--- src/logic/cit_pkg.sv ---
// Shared constants and types of the instruction timing sequencer.
package cit_pkg;
	localparam int unsigned CLK_PERIOD_NS = 25;
	localparam int unsigned CLK_FREQ_HZ = 40_000_000;
	localparam logic [15:0] RESET_PC = 16'h0000;
	localparam logic [15:0] RESET_DATA_POINTER = 16'h0000;
	localparam logic [15:0] EXTENDED_RAM_TOP = 16'h07ff;
	localparam logic [7:0] SFR_BASE = 8'h80;
	localparam logic [3:0] CYC_ONE = 4'h1;
	localparam logic [3:0] CYC_TWO = 4'h2;
	localparam logic [3:0] CYC_THREE = 4'h3;
	localparam logic [3:0] CYC_FOUR = 4'h4;
	localparam logic [3:0] CYC_NINE = 4'h9;
	localparam logic [1:0] LEN_ONE = 2'h1;
	localparam logic [1:0] LEN_TWO = 2'h2;
	localparam logic [1:0] LEN_THREE = 2'h3;
	localparam logic [3:0] OPERAND1_CYC = 4'h1;
	localparam logic [3:0] OPERAND2_CYC = 4'h2;
	localparam logic [3:0] MEM_CYC = 4'h1;

	typedef enum logic [2:0] {
		FL_SEQ = 3'h0, FL_ABS = 3'h1, FL_LONG = 3'h2, FL_REL = 3'h3,
		FL_REL_COND = 3'h4, FL_BIT_CLR = 3'h5, FL_IND = 3'h6, FL_RET = 3'h7
	} cit_flow_t;

	typedef enum logic [3:0] {
		MC_NONE = 4'h0, MC_CODE_DATA_POINTER = 4'h1, MC_CODE_PC = 4'h2, MC_XRD_DATA_POINTER = 4'h3,
		MC_XRD_PTR = 4'h4, MC_XWR_DATA_POINTER = 4'h5, MC_XWR_PTR = 4'h6, MC_DATA_POINTER_LOAD = 4'h7,
		MC_DATA_POINTER_INC = 4'h8
	} cit_mem_t;

	typedef enum logic {ST_FETCH = 1'b0, ST_EXEC = 1'b1} cit_state_t;
endpackage : cit_pkg

--- src/logic/cit_addr_form.sv ---
// Address and branch target arithmetic of the sequencer.
`timescale 1ns/1ps
module cit_addr_form (
	input wire logic [15:0] pc_i,
	input wire logic [15:0] data_pointer_i,
	input wire logic [7:0] acc_i,
	input wire logic [7:0] opcode_i,
	input wire logic [7:0] op1_i,
	input wire logic [7:0] rel_i,
	input wire logic [1:0] bytes_i,
	output logic [15:0] seq_pc_o,
	output logic [15:0] code_data_pointer_addr_o,
	output logic [15:0] code_pc_addr_o,
	output logic [15:0] abs_tgt_o,
	output logic [15:0] rel_tgt_o
);
	logic [15:0] pc_next_one;
	logic [15:0] pc_after_two;
	assign seq_pc_o = pc_i + {14'h0000, bytes_i};
	assign pc_next_one = pc_i + 16'h0001;
	assign pc_after_two = pc_i + 16'h0002;
	// The accumulator is an unsigned table index on both bases.
	assign code_data_pointer_addr_o = data_pointer_i + {8'h00, acc_i};
	assign code_pc_addr_o = pc_next_one + {8'h00, acc_i};
	assign abs_tgt_o = {pc_after_two[15:11], opcode_i[7:5], op1_i};
	assign rel_tgt_o = seq_pc_o + {{8{rel_i[7]}}, rel_i};
endmodule : cit_addr_form

--- src/logic/cit_op_decode.sv ---
// Opcode decoder giving length, cycle count, flow and memory class.
`timescale 1ns/1ps
module cit_op_decode (
	input wire logic [7:0] opcode_i,
	output logic [1:0] bytes_o,
	output logic [3:0] cycles_o,
	output cit_pkg::cit_flow_t flow_o,
	output cit_pkg::cit_mem_t mem_o,
	output logic dir_op_o,
	output logic ind_op_o
);
	logic [3:0] hi;
	logic [3:0] lo;
	assign hi = opcode_i[7:4];
	assign lo = opcode_i[3:0];

	always_comb begin
		bytes_o = cit_pkg::LEN_ONE;
		cycles_o = cit_pkg::CYC_ONE;
		flow_o = cit_pkg::FL_SEQ;
		mem_o = cit_pkg::MC_NONE;
		dir_op_o = 1'b0;
		ind_op_o = 1'b0;
		if (lo[3]) begin
			case (hi)
				4'h7: begin bytes_o = cit_pkg::LEN_TWO; cycles_o = cit_pkg::CYC_TWO; end
				4'h8, 4'ha: begin
					bytes_o = cit_pkg::LEN_TWO;
					cycles_o = cit_pkg::CYC_TWO;
					dir_op_o = 1'b1;
				end
				4'hb: begin bytes_o = cit_pkg::LEN_THREE; cycles_o = cit_pkg::CYC_FOUR;
					flow_o = cit_pkg::FL_REL_COND; end
				4'hd: begin bytes_o = cit_pkg::LEN_TWO; cycles_o = cit_pkg::CYC_THREE;
					flow_o = cit_pkg::FL_REL_COND; end
				default: begin end
			endcase
		end else if (lo[3:1] == 3'h3) begin
			ind_op_o = 1'b1;
			cycles_o = cit_pkg::CYC_TWO;
			case (hi)
				4'h7: bytes_o = cit_pkg::LEN_TWO;
				4'h8, 4'ha: begin bytes_o = cit_pkg::LEN_TWO; dir_op_o = 1'b1; end
				4'hb: begin bytes_o = cit_pkg::LEN_THREE; cycles_o = cit_pkg::CYC_FOUR;
					flow_o = cit_pkg::FL_REL_COND; end
				default: begin end
			endcase
		end else begin
			case (lo)
				4'h5: begin
					dir_op_o = (hi != 4'ha);
					bytes_o = (hi == 4'ha) ? cit_pkg::LEN_ONE : cit_pkg::LEN_TWO;
					cycles_o = (hi == 4'ha) ? cit_pkg::CYC_ONE : cit_pkg::CYC_TWO;
					if (hi == 4'h7 || hi == 4'h8) begin
						bytes_o = cit_pkg::LEN_THREE;
						cycles_o = cit_pkg::CYC_THREE;
					end else if (hi == 4'hb || hi == 4'hd) begin
						bytes_o = cit_pkg::LEN_THREE;
						cycles_o = cit_pkg::CYC_FOUR;
						flow_o = cit_pkg::FL_REL_COND;
					end
				end
				4'h4: begin
					if (hi == 4'h8 || hi == 4'ha) cycles_o = cit_pkg::CYC_NINE;
					else if (hi == 4'hd) cycles_o = cit_pkg::CYC_TWO;
					else if (hi == 4'hb) begin bytes_o = cit_pkg::LEN_THREE;
						cycles_o = cit_pkg::CYC_FOUR; flow_o = cit_pkg::FL_REL_COND; end
					else if (hi != 4'h0 && hi != 4'h1 && hi < 4'hc) begin
						bytes_o = cit_pkg::LEN_TWO; cycles_o = cit_pkg::CYC_TWO; end
				end
				4'h3: begin
					case (hi)
						4'h4, 4'h5, 4'h6: begin bytes_o = cit_pkg::LEN_THREE;
							cycles_o = cit_pkg::CYC_THREE; dir_op_o = 1'b1; end
						4'h7: begin cycles_o = cit_pkg::CYC_THREE; flow_o = cit_pkg::FL_IND; end
						4'h8: begin cycles_o = cit_pkg::CYC_FOUR; mem_o = cit_pkg::MC_CODE_PC; end
						4'h9: begin cycles_o = cit_pkg::CYC_FOUR; mem_o = cit_pkg::MC_CODE_DATA_POINTER; end
						4'ha: begin cycles_o = cit_pkg::CYC_THREE; mem_o = cit_pkg::MC_DATA_POINTER_INC; end
						4'he: begin cycles_o = cit_pkg::CYC_FOUR; mem_o = cit_pkg::MC_XRD_PTR; end
						4'hf: begin cycles_o = cit_pkg::CYC_FOUR; mem_o = cit_pkg::MC_XWR_PTR; end
						default: begin end
					endcase
				end
				4'h2: begin
					case (hi)
						4'h0, 4'h1: begin bytes_o = cit_pkg::LEN_THREE;
							cycles_o = cit_pkg::CYC_FOUR; flow_o = cit_pkg::FL_LONG; end
						4'h2, 4'h3: begin cycles_o = cit_pkg::CYC_FOUR; flow_o = cit_pkg::FL_RET; end
						4'he: begin cycles_o = cit_pkg::CYC_FOUR; mem_o = cit_pkg::MC_XRD_PTR; end
						4'hf: begin cycles_o = cit_pkg::CYC_FOUR; mem_o = cit_pkg::MC_XWR_PTR; end
						default: begin bytes_o = cit_pkg::LEN_TWO; cycles_o = cit_pkg::CYC_TWO;
							dir_op_o = (hi < 4'h7); end
					endcase
				end
				4'h1: begin bytes_o = cit_pkg::LEN_TWO; cycles_o = cit_pkg::CYC_THREE;
					flow_o = cit_pkg::FL_ABS; end
				default: begin
					case (hi)
						4'h0: begin end
						4'h1, 4'h2, 4'h3: begin bytes_o = cit_pkg::LEN_THREE;
							cycles_o = cit_pkg::CYC_FOUR;
							if (hi == 4'h1) flow_o = cit_pkg::FL_BIT_CLR;
							else flow_o = cit_pkg::FL_REL_COND;
						end
						4'h4, 4'h5, 4'h6, 4'h7: begin bytes_o = cit_pkg::LEN_TWO;
							cycles_o = cit_pkg::CYC_THREE; flow_o = cit_pkg::FL_REL_COND; end
						4'h8: begin bytes_o = cit_pkg::LEN_TWO; cycles_o = cit_pkg::CYC_THREE;
							flow_o = cit_pkg::FL_REL; end
						4'h9: begin bytes_o = cit_pkg::LEN_THREE; cycles_o = cit_pkg::CYC_THREE;
							mem_o = cit_pkg::MC_DATA_POINTER_LOAD; end
						4'he: begin cycles_o = cit_pkg::CYC_FOUR; mem_o = cit_pkg::MC_XRD_DATA_POINTER; end
						4'hf: begin cycles_o = cit_pkg::CYC_FOUR; mem_o = cit_pkg::MC_XWR_DATA_POINTER; end
						default: begin bytes_o = cit_pkg::LEN_TWO; cycles_o = cit_pkg::CYC_TWO;
							dir_op_o = (hi == 4'hc || hi == 4'hd); end
					endcase
				end
			endcase
		end
	end
endmodule : cit_op_decode

--- src/logic/cit_sequencer.sv ---
// Instruction fetch and execution timing sequencer of the metering core.
`timescale 1ns/1ps
module cit_sequencer #(
	parameter int unsigned EXTENDED_RAM_AW = 11
) (
	input wire logic CLK_I,
	input wire logic RST_B_I,
	input wire logic [7:0] CODE_DATA_I,
	input wire logic [7:0] ACC_I,
	input wire logic [7:0] PTR_REG_I,
	input wire logic COND_I,
	input wire logic [15:0] RET_ADDR_I,
	output logic [15:0] CODE_ADDR_O,
	output logic INSTR_START_O,
	output logic INSTR_DONE_O,
	output logic [1:0] INSTR_BYTES_O,
	output logic [3:0] INSTR_CYCLES_O,
	output logic [7:0] OPCODE_O,
	output logic [7:0] OPERAND1_O,
	output logic [7:0] OPERAND2_O,
	output logic [15:0] PC_O,
	output logic [15:0] DATA_POINTER_O,
	output logic [7:0] CODE_BYTE_O,
	output logic CODE_BYTE_VALID_O,
	output logic [10:0] EXTENDED_RAM_ADDR_O,
	output logic EXTENDED_RAM_RD_O,
	output logic EXTENDED_RAM_WR_O,
	output logic DIRECT_SFR_O,
	output logic IND_RAM_O,
	output logic BIT_CLEAR_O
);
	if (EXTENDED_RAM_AW != 11) begin : g_bad_aw
		$error("cit_sequencer: EXTENDED_RAM_AW must be 11");
	end

	cit_pkg::cit_state_t state_r;
	logic [3:0] cyc_r;
	logic [15:0] pc_r;
	logic [15:0] data_pointer_r;
	logic [7:0] opc_r;
	logic [7:0] op1_r;
	logic [7:0] op2_r;
	logic [7:0] code_byte_r;
	logic code_valid_r;
	logic [10:0] xaddr_r;
	logic xrd_r;
	logic xwr_r;
	logic sfr_r;
	logic ind_r;
	logic bclr_r;

	logic fetching;
	logic [7:0] cur_opc;
	logic [3:0] cur_cyc;
	logic last_cyc;
	logic [1:0] dec_bytes;
	logic [3:0] dec_cycles;
	cit_pkg::cit_flow_t dec_flow;
	cit_pkg::cit_mem_t dec_mem;
	logic dec_dir;
	logic dec_ind;
	logic [7:0] rel_byte;
	logic [15:0] seq_pc;
	logic [15:0] code_data_pointer_addr;
	logic [15:0] code_pc_addr;
	logic [15:0] abs_tgt;
	logic [15:0] rel_tgt;
	logic [15:0] pc_nxt;
	logic [15:0] xaddr_full;
	logic extended_ram_access;

	assign fetching = (state_r == cit_pkg::ST_FETCH);
	// Decoding the live code byte in the fetch cycle lets one-cycle instructions finish there.
	assign cur_opc = fetching ? CODE_DATA_I : opc_r;
	assign cur_cyc = fetching ? 4'h0 : cyc_r;
	assign last_cyc = (cur_cyc == dec_cycles - 4'h1);
	assign rel_byte = (dec_bytes == cit_pkg::LEN_THREE) ? op2_r : op1_r;

	cit_op_decode u_decode (
		.opcode_i(cur_opc),
		.bytes_o(dec_bytes),
		.cycles_o(dec_cycles),
		.flow_o(dec_flow),
		.mem_o(dec_mem),
		.dir_op_o(dec_dir),
		.ind_op_o(dec_ind)
	);

	cit_addr_form u_addr (
		.pc_i(pc_r),
		.data_pointer_i(data_pointer_r),
		.acc_i(ACC_I),
		.opcode_i(cur_opc),
		.op1_i(op1_r),
		.rel_i(rel_byte),
		.bytes_i(dec_bytes),
		.seq_pc_o(seq_pc),
		.code_data_pointer_addr_o(code_data_pointer_addr),
		.code_pc_addr_o(code_pc_addr),
		.abs_tgt_o(abs_tgt),
		.rel_tgt_o(rel_tgt)
	);

	// The code port serves the opcode first, then operand bytes or at most one table read.
	always_comb begin
		CODE_ADDR_O = pc_r + {12'h000, cur_cyc};
		if (cur_cyc == cit_pkg::MEM_CYC && dec_mem == cit_pkg::MC_CODE_DATA_POINTER) begin
			CODE_ADDR_O = code_data_pointer_addr;
		end else if (cur_cyc == cit_pkg::MEM_CYC && dec_mem == cit_pkg::MC_CODE_PC) begin
			CODE_ADDR_O = code_pc_addr;
		end
	end

	always_comb begin
		case (dec_flow)
			cit_pkg::FL_ABS: pc_nxt = abs_tgt;
			cit_pkg::FL_LONG: pc_nxt = {op1_r, op2_r};
			cit_pkg::FL_REL: pc_nxt = rel_tgt;
			cit_pkg::FL_REL_COND: pc_nxt = COND_I ? rel_tgt : seq_pc;
			cit_pkg::FL_BIT_CLR: pc_nxt = COND_I ? rel_tgt : seq_pc;
			cit_pkg::FL_IND: pc_nxt = code_data_pointer_addr;
			cit_pkg::FL_RET: pc_nxt = RET_ADDR_I;
			default: pc_nxt = seq_pc;
		endcase
	end

	// Sequencing state: a new opcode is taken only after the last listed cycle.
	always_ff @(posedge CLK_I or negedge RST_B_I) begin
		if (!RST_B_I) begin
			state_r <= cit_pkg::ST_FETCH;
			cyc_r <= 4'h0;
		end else if (last_cyc) begin
			state_r <= cit_pkg::ST_FETCH;
			cyc_r <= 4'h0;
		end else begin
			state_r <= cit_pkg::ST_EXEC;
			cyc_r <= cur_cyc + 4'h1;
		end
	end

	always_ff @(posedge CLK_I or negedge RST_B_I) begin
		if (!RST_B_I) begin
			pc_r <= cit_pkg::RESET_PC;
		end else if (last_cyc) begin
			pc_r <= pc_nxt;
		end
	end

	always_ff @(posedge CLK_I or negedge RST_B_I) begin
		if (!RST_B_I) begin
			opc_r <= 8'h00;
			op1_r <= 8'h00;
			op2_r <= 8'h00;
		end else begin
			if (fetching) begin
				opc_r <= CODE_DATA_I;
			end
			if (cur_cyc == cit_pkg::OPERAND1_CYC && dec_bytes != cit_pkg::LEN_ONE) begin
				op1_r <= CODE_DATA_I;
			end
			if (cur_cyc == cit_pkg::OPERAND2_CYC && dec_bytes == cit_pkg::LEN_THREE) begin
				op2_r <= CODE_DATA_I;
			end
		end
	end

	// The low data pointer byte is taken straight off the code port in the last cycle.
	always_ff @(posedge CLK_I or negedge RST_B_I) begin
		if (!RST_B_I) begin
			data_pointer_r <= cit_pkg::RESET_DATA_POINTER;
		end else if (last_cyc && dec_mem == cit_pkg::MC_DATA_POINTER_LOAD) begin
			data_pointer_r <= {op1_r, CODE_DATA_I};
		end else if (last_cyc && dec_mem == cit_pkg::MC_DATA_POINTER_INC) begin
			data_pointer_r <= data_pointer_r + 16'h0001;
		end
	end

	always_ff @(posedge CLK_I or negedge RST_B_I) begin
		if (!RST_B_I) begin
			code_byte_r <= 8'h00;
			code_valid_r <= 1'b0;
		end else begin
			code_valid_r <= 1'b0;
			if (cur_cyc == cit_pkg::MEM_CYC &&
			    (dec_mem == cit_pkg::MC_CODE_DATA_POINTER || dec_mem == cit_pkg::MC_CODE_PC)) begin
				code_byte_r <= CODE_DATA_I;
				code_valid_r <= 1'b1;
			end
		end
	end

	assign xaddr_full = (dec_mem == cit_pkg::MC_XRD_PTR || dec_mem == cit_pkg::MC_XWR_PTR) ?
		{8'h00, PTR_REG_I} : data_pointer_r;
	// Only extended moves may load the address register, so it holds between accesses.
	assign extended_ram_access = (cur_cyc == cit_pkg::MEM_CYC) && (xaddr_full <= cit_pkg::EXTENDED_RAM_TOP) &&
		(dec_mem == cit_pkg::MC_XRD_PTR || dec_mem == cit_pkg::MC_XRD_DATA_POINTER ||
		dec_mem == cit_pkg::MC_XWR_PTR || dec_mem == cit_pkg::MC_XWR_DATA_POINTER);

	// Addresses above the on-chip range are dropped; there is no external space to reach.
	always_ff @(posedge CLK_I or negedge RST_B_I) begin
		if (!RST_B_I) begin
			xaddr_r <= 11'h000;
			xrd_r <= 1'b0;
			xwr_r <= 1'b0;
		end else begin
			xrd_r <= extended_ram_access &&
				(dec_mem == cit_pkg::MC_XRD_PTR || dec_mem == cit_pkg::MC_XRD_DATA_POINTER);
			xwr_r <= extended_ram_access &&
				(dec_mem == cit_pkg::MC_XWR_PTR || dec_mem == cit_pkg::MC_XWR_DATA_POINTER);
			if (extended_ram_access) begin
				xaddr_r <= xaddr_full[10:0];
			end
		end
	end

	always_ff @(posedge CLK_I or negedge RST_B_I) begin
		if (!RST_B_I) begin
			sfr_r <= 1'b0;
			ind_r <= 1'b0;
		end else begin
			if (fetching) begin
				ind_r <= dec_ind;
				sfr_r <= 1'b0;
			end
			if (cur_cyc == cit_pkg::OPERAND1_CYC) begin
				sfr_r <= dec_dir && (CODE_DATA_I >= cit_pkg::SFR_BASE);
			end
		end
	end

	always_ff @(posedge CLK_I or negedge RST_B_I) begin
		if (!RST_B_I) begin
			bclr_r <= 1'b0;
		end else begin
			bclr_r <= last_cyc && dec_flow == cit_pkg::FL_BIT_CLR && COND_I;
		end
	end

	assign INSTR_START_O = fetching;
	assign INSTR_DONE_O = last_cyc;
	assign INSTR_BYTES_O = dec_bytes;
	assign INSTR_CYCLES_O = dec_cycles;
	assign OPCODE_O = opc_r;
	assign OPERAND1_O = op1_r;
	assign OPERAND2_O = op2_r;
	assign PC_O = pc_r;
	assign DATA_POINTER_O = data_pointer_r;
	assign CODE_BYTE_O = code_byte_r;
	assign CODE_BYTE_VALID_O = code_valid_r;
	assign EXTENDED_RAM_ADDR_O = xaddr_r;
	assign EXTENDED_RAM_RD_O = xrd_r;
	assign EXTENDED_RAM_WR_O = xwr_r;
	assign DIRECT_SFR_O = sfr_r;
	assign IND_RAM_O = ind_r;
	assign BIT_CLEAR_O = bclr_r;

	// Helper count of cycles since the current instruction was fetched.
	logic [3:0] span_r;
	always_ff @(posedge CLK_I or negedge RST_B_I) begin
		if (!RST_B_I) begin
			span_r <= 4'h0;
		end else if (INSTR_DONE_O) begin
			span_r <= 4'h0;
		end else begin
			span_r <= span_r + 4'h1;
		end
	end
endmodule : cit_sequencer

--- config.mk ---
export PLATFORM = sky130hd
export DESIGN_NAME = cit_sequencer
export DESIGN_NICKNAME = d
export VERILOG_FILES = /design/src/logic/cit_pkg.sv /design/src/logic/cit_addr_form.sv /design/src/logic/cit_op_decode.sv /design/src/logic/cit_sequencer.sv
export SDC_FILE = /design/constraint.sdc
export NUM_CORES = 1
export LEC_CHECK = 0
export BUFFER_PORTS_ARGS = -buffer_cell sky130_fd_sc_hd__buf_4
export CAP_MARGIN = 0
export CORE_MARGIN = 1.5
export CORE_UTILIZATION = 45
export DETAILED_ROUTE_END_ITERATION = 6
export PLACE_DENSITY = 0.66
export RECOVER_POWER = 50
export SLEW_MARGIN = 20
export SYNTH_ARGS = -nofsm -noshare
export SYNTH_HDL_FRONTEND = slang
export SYNTH_SLANG_ARGS = --single-unit
--- constraint.sdc ---
create_clock -name CLK_I -period 8.1 [get_ports CLK_I]
set_clock_uncertainty 0.15 [all_clocks]
set_input_delay 2.43 -clock CLK_I [delete_from_list [all_inputs] [get_ports CLK_I]]
set_output_delay 2.43 -clock CLK_I [all_outputs]
set_load 0.01 [all_outputs]
==> flow_summary.json <==
{
  "ys_seq_elements": 86,
  "hold_slack_ps": 330,
  "critPathArrivalTime_ps": 5350,
  "run_status": "complete, but fails checks",
  "post-route-min-period_ps": 7930,
  "dp.cells": 1365,
  "route.detailed.drc": 0,
  "initial_core_util": 0.464,
  "finalNonFillerCells": 1380,
  "maxCapViolations": 2,
  "n_antenna_cell": 0,
  "drv_slew": 89,
  "cts_setup_buffers": 0,
  "place_area_um2": 9690,
  "grt_max_degree": 56,
  "crit_fanout": 13,
  "syn_nets": 1117,
  "avgViaCountPerCell": 6.30,
  "synth-seq-area-share": 0.255,
  "num_vias": 8693,
  "critPathSlowestCell": "o31ai_2",
  "layout.nets": 1237,
  "tightestPinTransition_ps": 3280,
  "fin_tns_setup_ps": 0,
  "grt_pass1_vias": 7951,
  "leakagePower_uw": 0.00434,
  "globalplace.congestion": 1.04,
  "drive_gt1_frac": 0.201,
  "rsz0062_at_grt": "no",
  "violations": "capacitance limit, slew limit",
  "wl_um": 33000,
  "ios": 148,
  "syn_to_final_growth_pct": 16.1,
  "drt-initial-drc-count": 965,
  "synth-edff-count": 0,
  "cts_buffer_depth": 2,
  "start_kind": "input pin",
  "hp-class": "flip-flop to flip-flop",
  "clock_latency_ps": 360,
  "postSynthCellCount": 1027,
  "drt_pass1_iterations": 6,
  "whs_path_depth": 2,
  "dp_hpwl_um": 26000,
  "detail_route.wl_per_cell_um": 23.9,
  "clk_pin_slew_ps": 70,
  "slew_headroom": -1.19,
  "cp_common_cell": "buf_4",
  "syn_area_um2": 8450,
  "grt_usage": 0.337,
  "numClockSinks": 86,
  "cts_resized": 0,
  "hold_violations": 0,
  "synth_warnings": 0,
  "power.total_uw": 4890,
  "fp-row-count": 49,
  "cts_tree": "done",
  "core_um2": 18200,
  "crit_chain": "buf_4 -> mux2i_4 -> inv_2 -> a211oi_2 -> a22oi_1 -> a21oi_2 -> nand4b_1 -> o31ai_2 -> nand3_1 -> xor2_1 -> mux2i_1 -> buf_4",
  "fmax_ghz": 0.126,
  "reg2reg_depth": 24,
  "end_kind": "output port",
  "fin_area_um2": 9810,
  "ys_types": 95,
  "port_buffers": 147,
  "peakVddDrop_v": 0.000342,
  "crit_required_ps": 5520,
  "grt_overflow_total": 0,
  "dieArea_um2": 19600,
  "antenna_found_initial": 0,
  "grt_pass1_wl_um": 49500,
  "clockRootBuffer": "clkbuf_16",
  "critPathKind": "input pin to output port",
  "final_cell_mix": "buf_4, nand2_1, dfrtp_1, nor2_1, a21oi_1",
  "n_fill_cell": 1812,
  "h-tree-depth": 3,
  "setup_viol": 0,
  "cts_buffers": 9,
  "async_flop_share": 1.00,
  "die_x_um": 140,
  "cts_hold_buf": 0,
  "powerDensity_nw_per_um2": 498,
  "antenna_left": 0,
  "die_h_um": 140,
  "critPathMaxStageDelay_ps": 470,
  "avgSynthCellArea_um2": 8.23,
  "min_period_over_period": 0.978,
  "layout_commonest_cell": "buf_4",
  "ys.flop_type": "dfrtp_1"
}
[sequential cells by signal (all words and copies together), names as in the netlist]
register and cells:
CODE_BYTE_VALID_O 1, EXTENDED_RAM_ADDR_O 11, BIT_CLEAR_O 1, CODE_BYTE_O 8, DIRECT_SFR_O 1, OPERAND2_O 8
PC_O 16, EXTENDED_RAM_WR_O 1, cyc_r 4, DATA_POINTER_O 16, EXTENDED_RAM_RD_O 1, OPCODE_O 8
IND_RAM_O 1, state_r 1, OPERAND1_O 8
[layer usage]
| layer | up-vias | wire [µm] | global-route usage |
|---|---|---|---|
| li1 | 4009 | - | - |
| met1 | 4132 | 14800 | 0.482 |
| met2 | 475 | 13500 | 0.475 |
| met3 | 77 | 3270 | 0.0827 |
| met4 | 0 | 1430 | 0.154 |
| met5 | - | 0 | 0 |
[final timing paths]
| kind | from | end | slack [ps] |
|---|---|---|---|
| max | CODE_DATA_I[6] | CODE_ADDR_O[13] | 170 |
| min | EXTENDED_RAM_ADDR_O[10] | EXTENDED_RAM_ADDR_O[10] | 330 |
| max reg2reg | state_r | PC_O[15] | 1550 |
| min reg2reg | EXTENDED_RAM_ADDR_O[10] | EXTENDED_RAM_ADDR_O[10] | 330 |
| max in group asynchronous | RST_B_I | state_r | 1320 |
| min in group asynchronous | RST_B_I | IND_RAM_O | 2380 |
[critical path, delay by kind of cell]
kind / cells / cell delay [ps]
simple gates: 2 / 490
buf+inv: 3 / 510
compound gates: 4 / 1330
xor+xnor: 1 / 170
mux: 2 / 420
[synthesized netlist by cell type, types with 8 or more instances]
cell | count | area (µm²)
a211oi_1 | 9 | 67.6
a21o_1 | 17 | 128
a21oi_1 | 69 | 345
a222oi_1 | 12 | 120
a22oi_1 | 12 | 90.1
a31oi_1 | 8 | 50.1
and2_1 | 10 | 62.6
and3_1 | 11 | 68.8
buf_2 | 19 | 95.1
buf_4 | 11 | 82.6
clkbuf_1 | 28 | 105
dfrtp_1 | 86 | 2150
ha_1 | 42 | 526
inv_1 | 34 | 128
mux2_2 | 34 | 383
mux2i_1 | 13 | 130
nand2_1 | 122 | 458
nand3_1 | 32 | 160
nand4_1 | 8 | 50.1
nor2_1 | 77 | 289
nor3_1 | 23 | 115
o211ai_1 | 11 | 82.6
o21ai_0 | 51 | 255
o21ai_1 | 34 | 170
o22ai_1 | 10 | 62.6
or3_1 | 9 | 56.3
xnor2_1 | 46 | 403
xor2_1 | 29 | 254
[metrics by stage]
stage                util  worst slack (ps)
CTS                 0.549               225
floorplan               -               385
finish              0.539               174
global route        0.539              16.0
detailed placement  0.532               224
global placement    0.532               258
[kinds of logic after synthesis]
group	Yosys count	synth area share
compound gates	310	0.251
simple gates	351	0.209
fa+ha+maj	47	0.0740
mux	52	0.0730
flops	86	0.255
buf+inv	106	0.0604
xor+xnor	75	0.0777
[where the power goes]
group | internal (µW) | switching (µW)
Clock | 247 | 191
Sequential | 568 | 322
Combinational | 1450 | 2100
[final cells by class]
type / instances / area [µm²] / area share
clock buffers: 10 / 239 / 0.0244
clock inverters: 5 / 58.8 / 0.00599
inverters: 40 / 151 / 0.0154
multi-input cells: 835 / 5780 / 0.589
flip-flops and latches: 86 / 2150 / 0.219
well taps: 229 / 287 / 0.0292
repair buffers: 175 / 1140 / 0.117
Power figures use the tool's default switching activity.
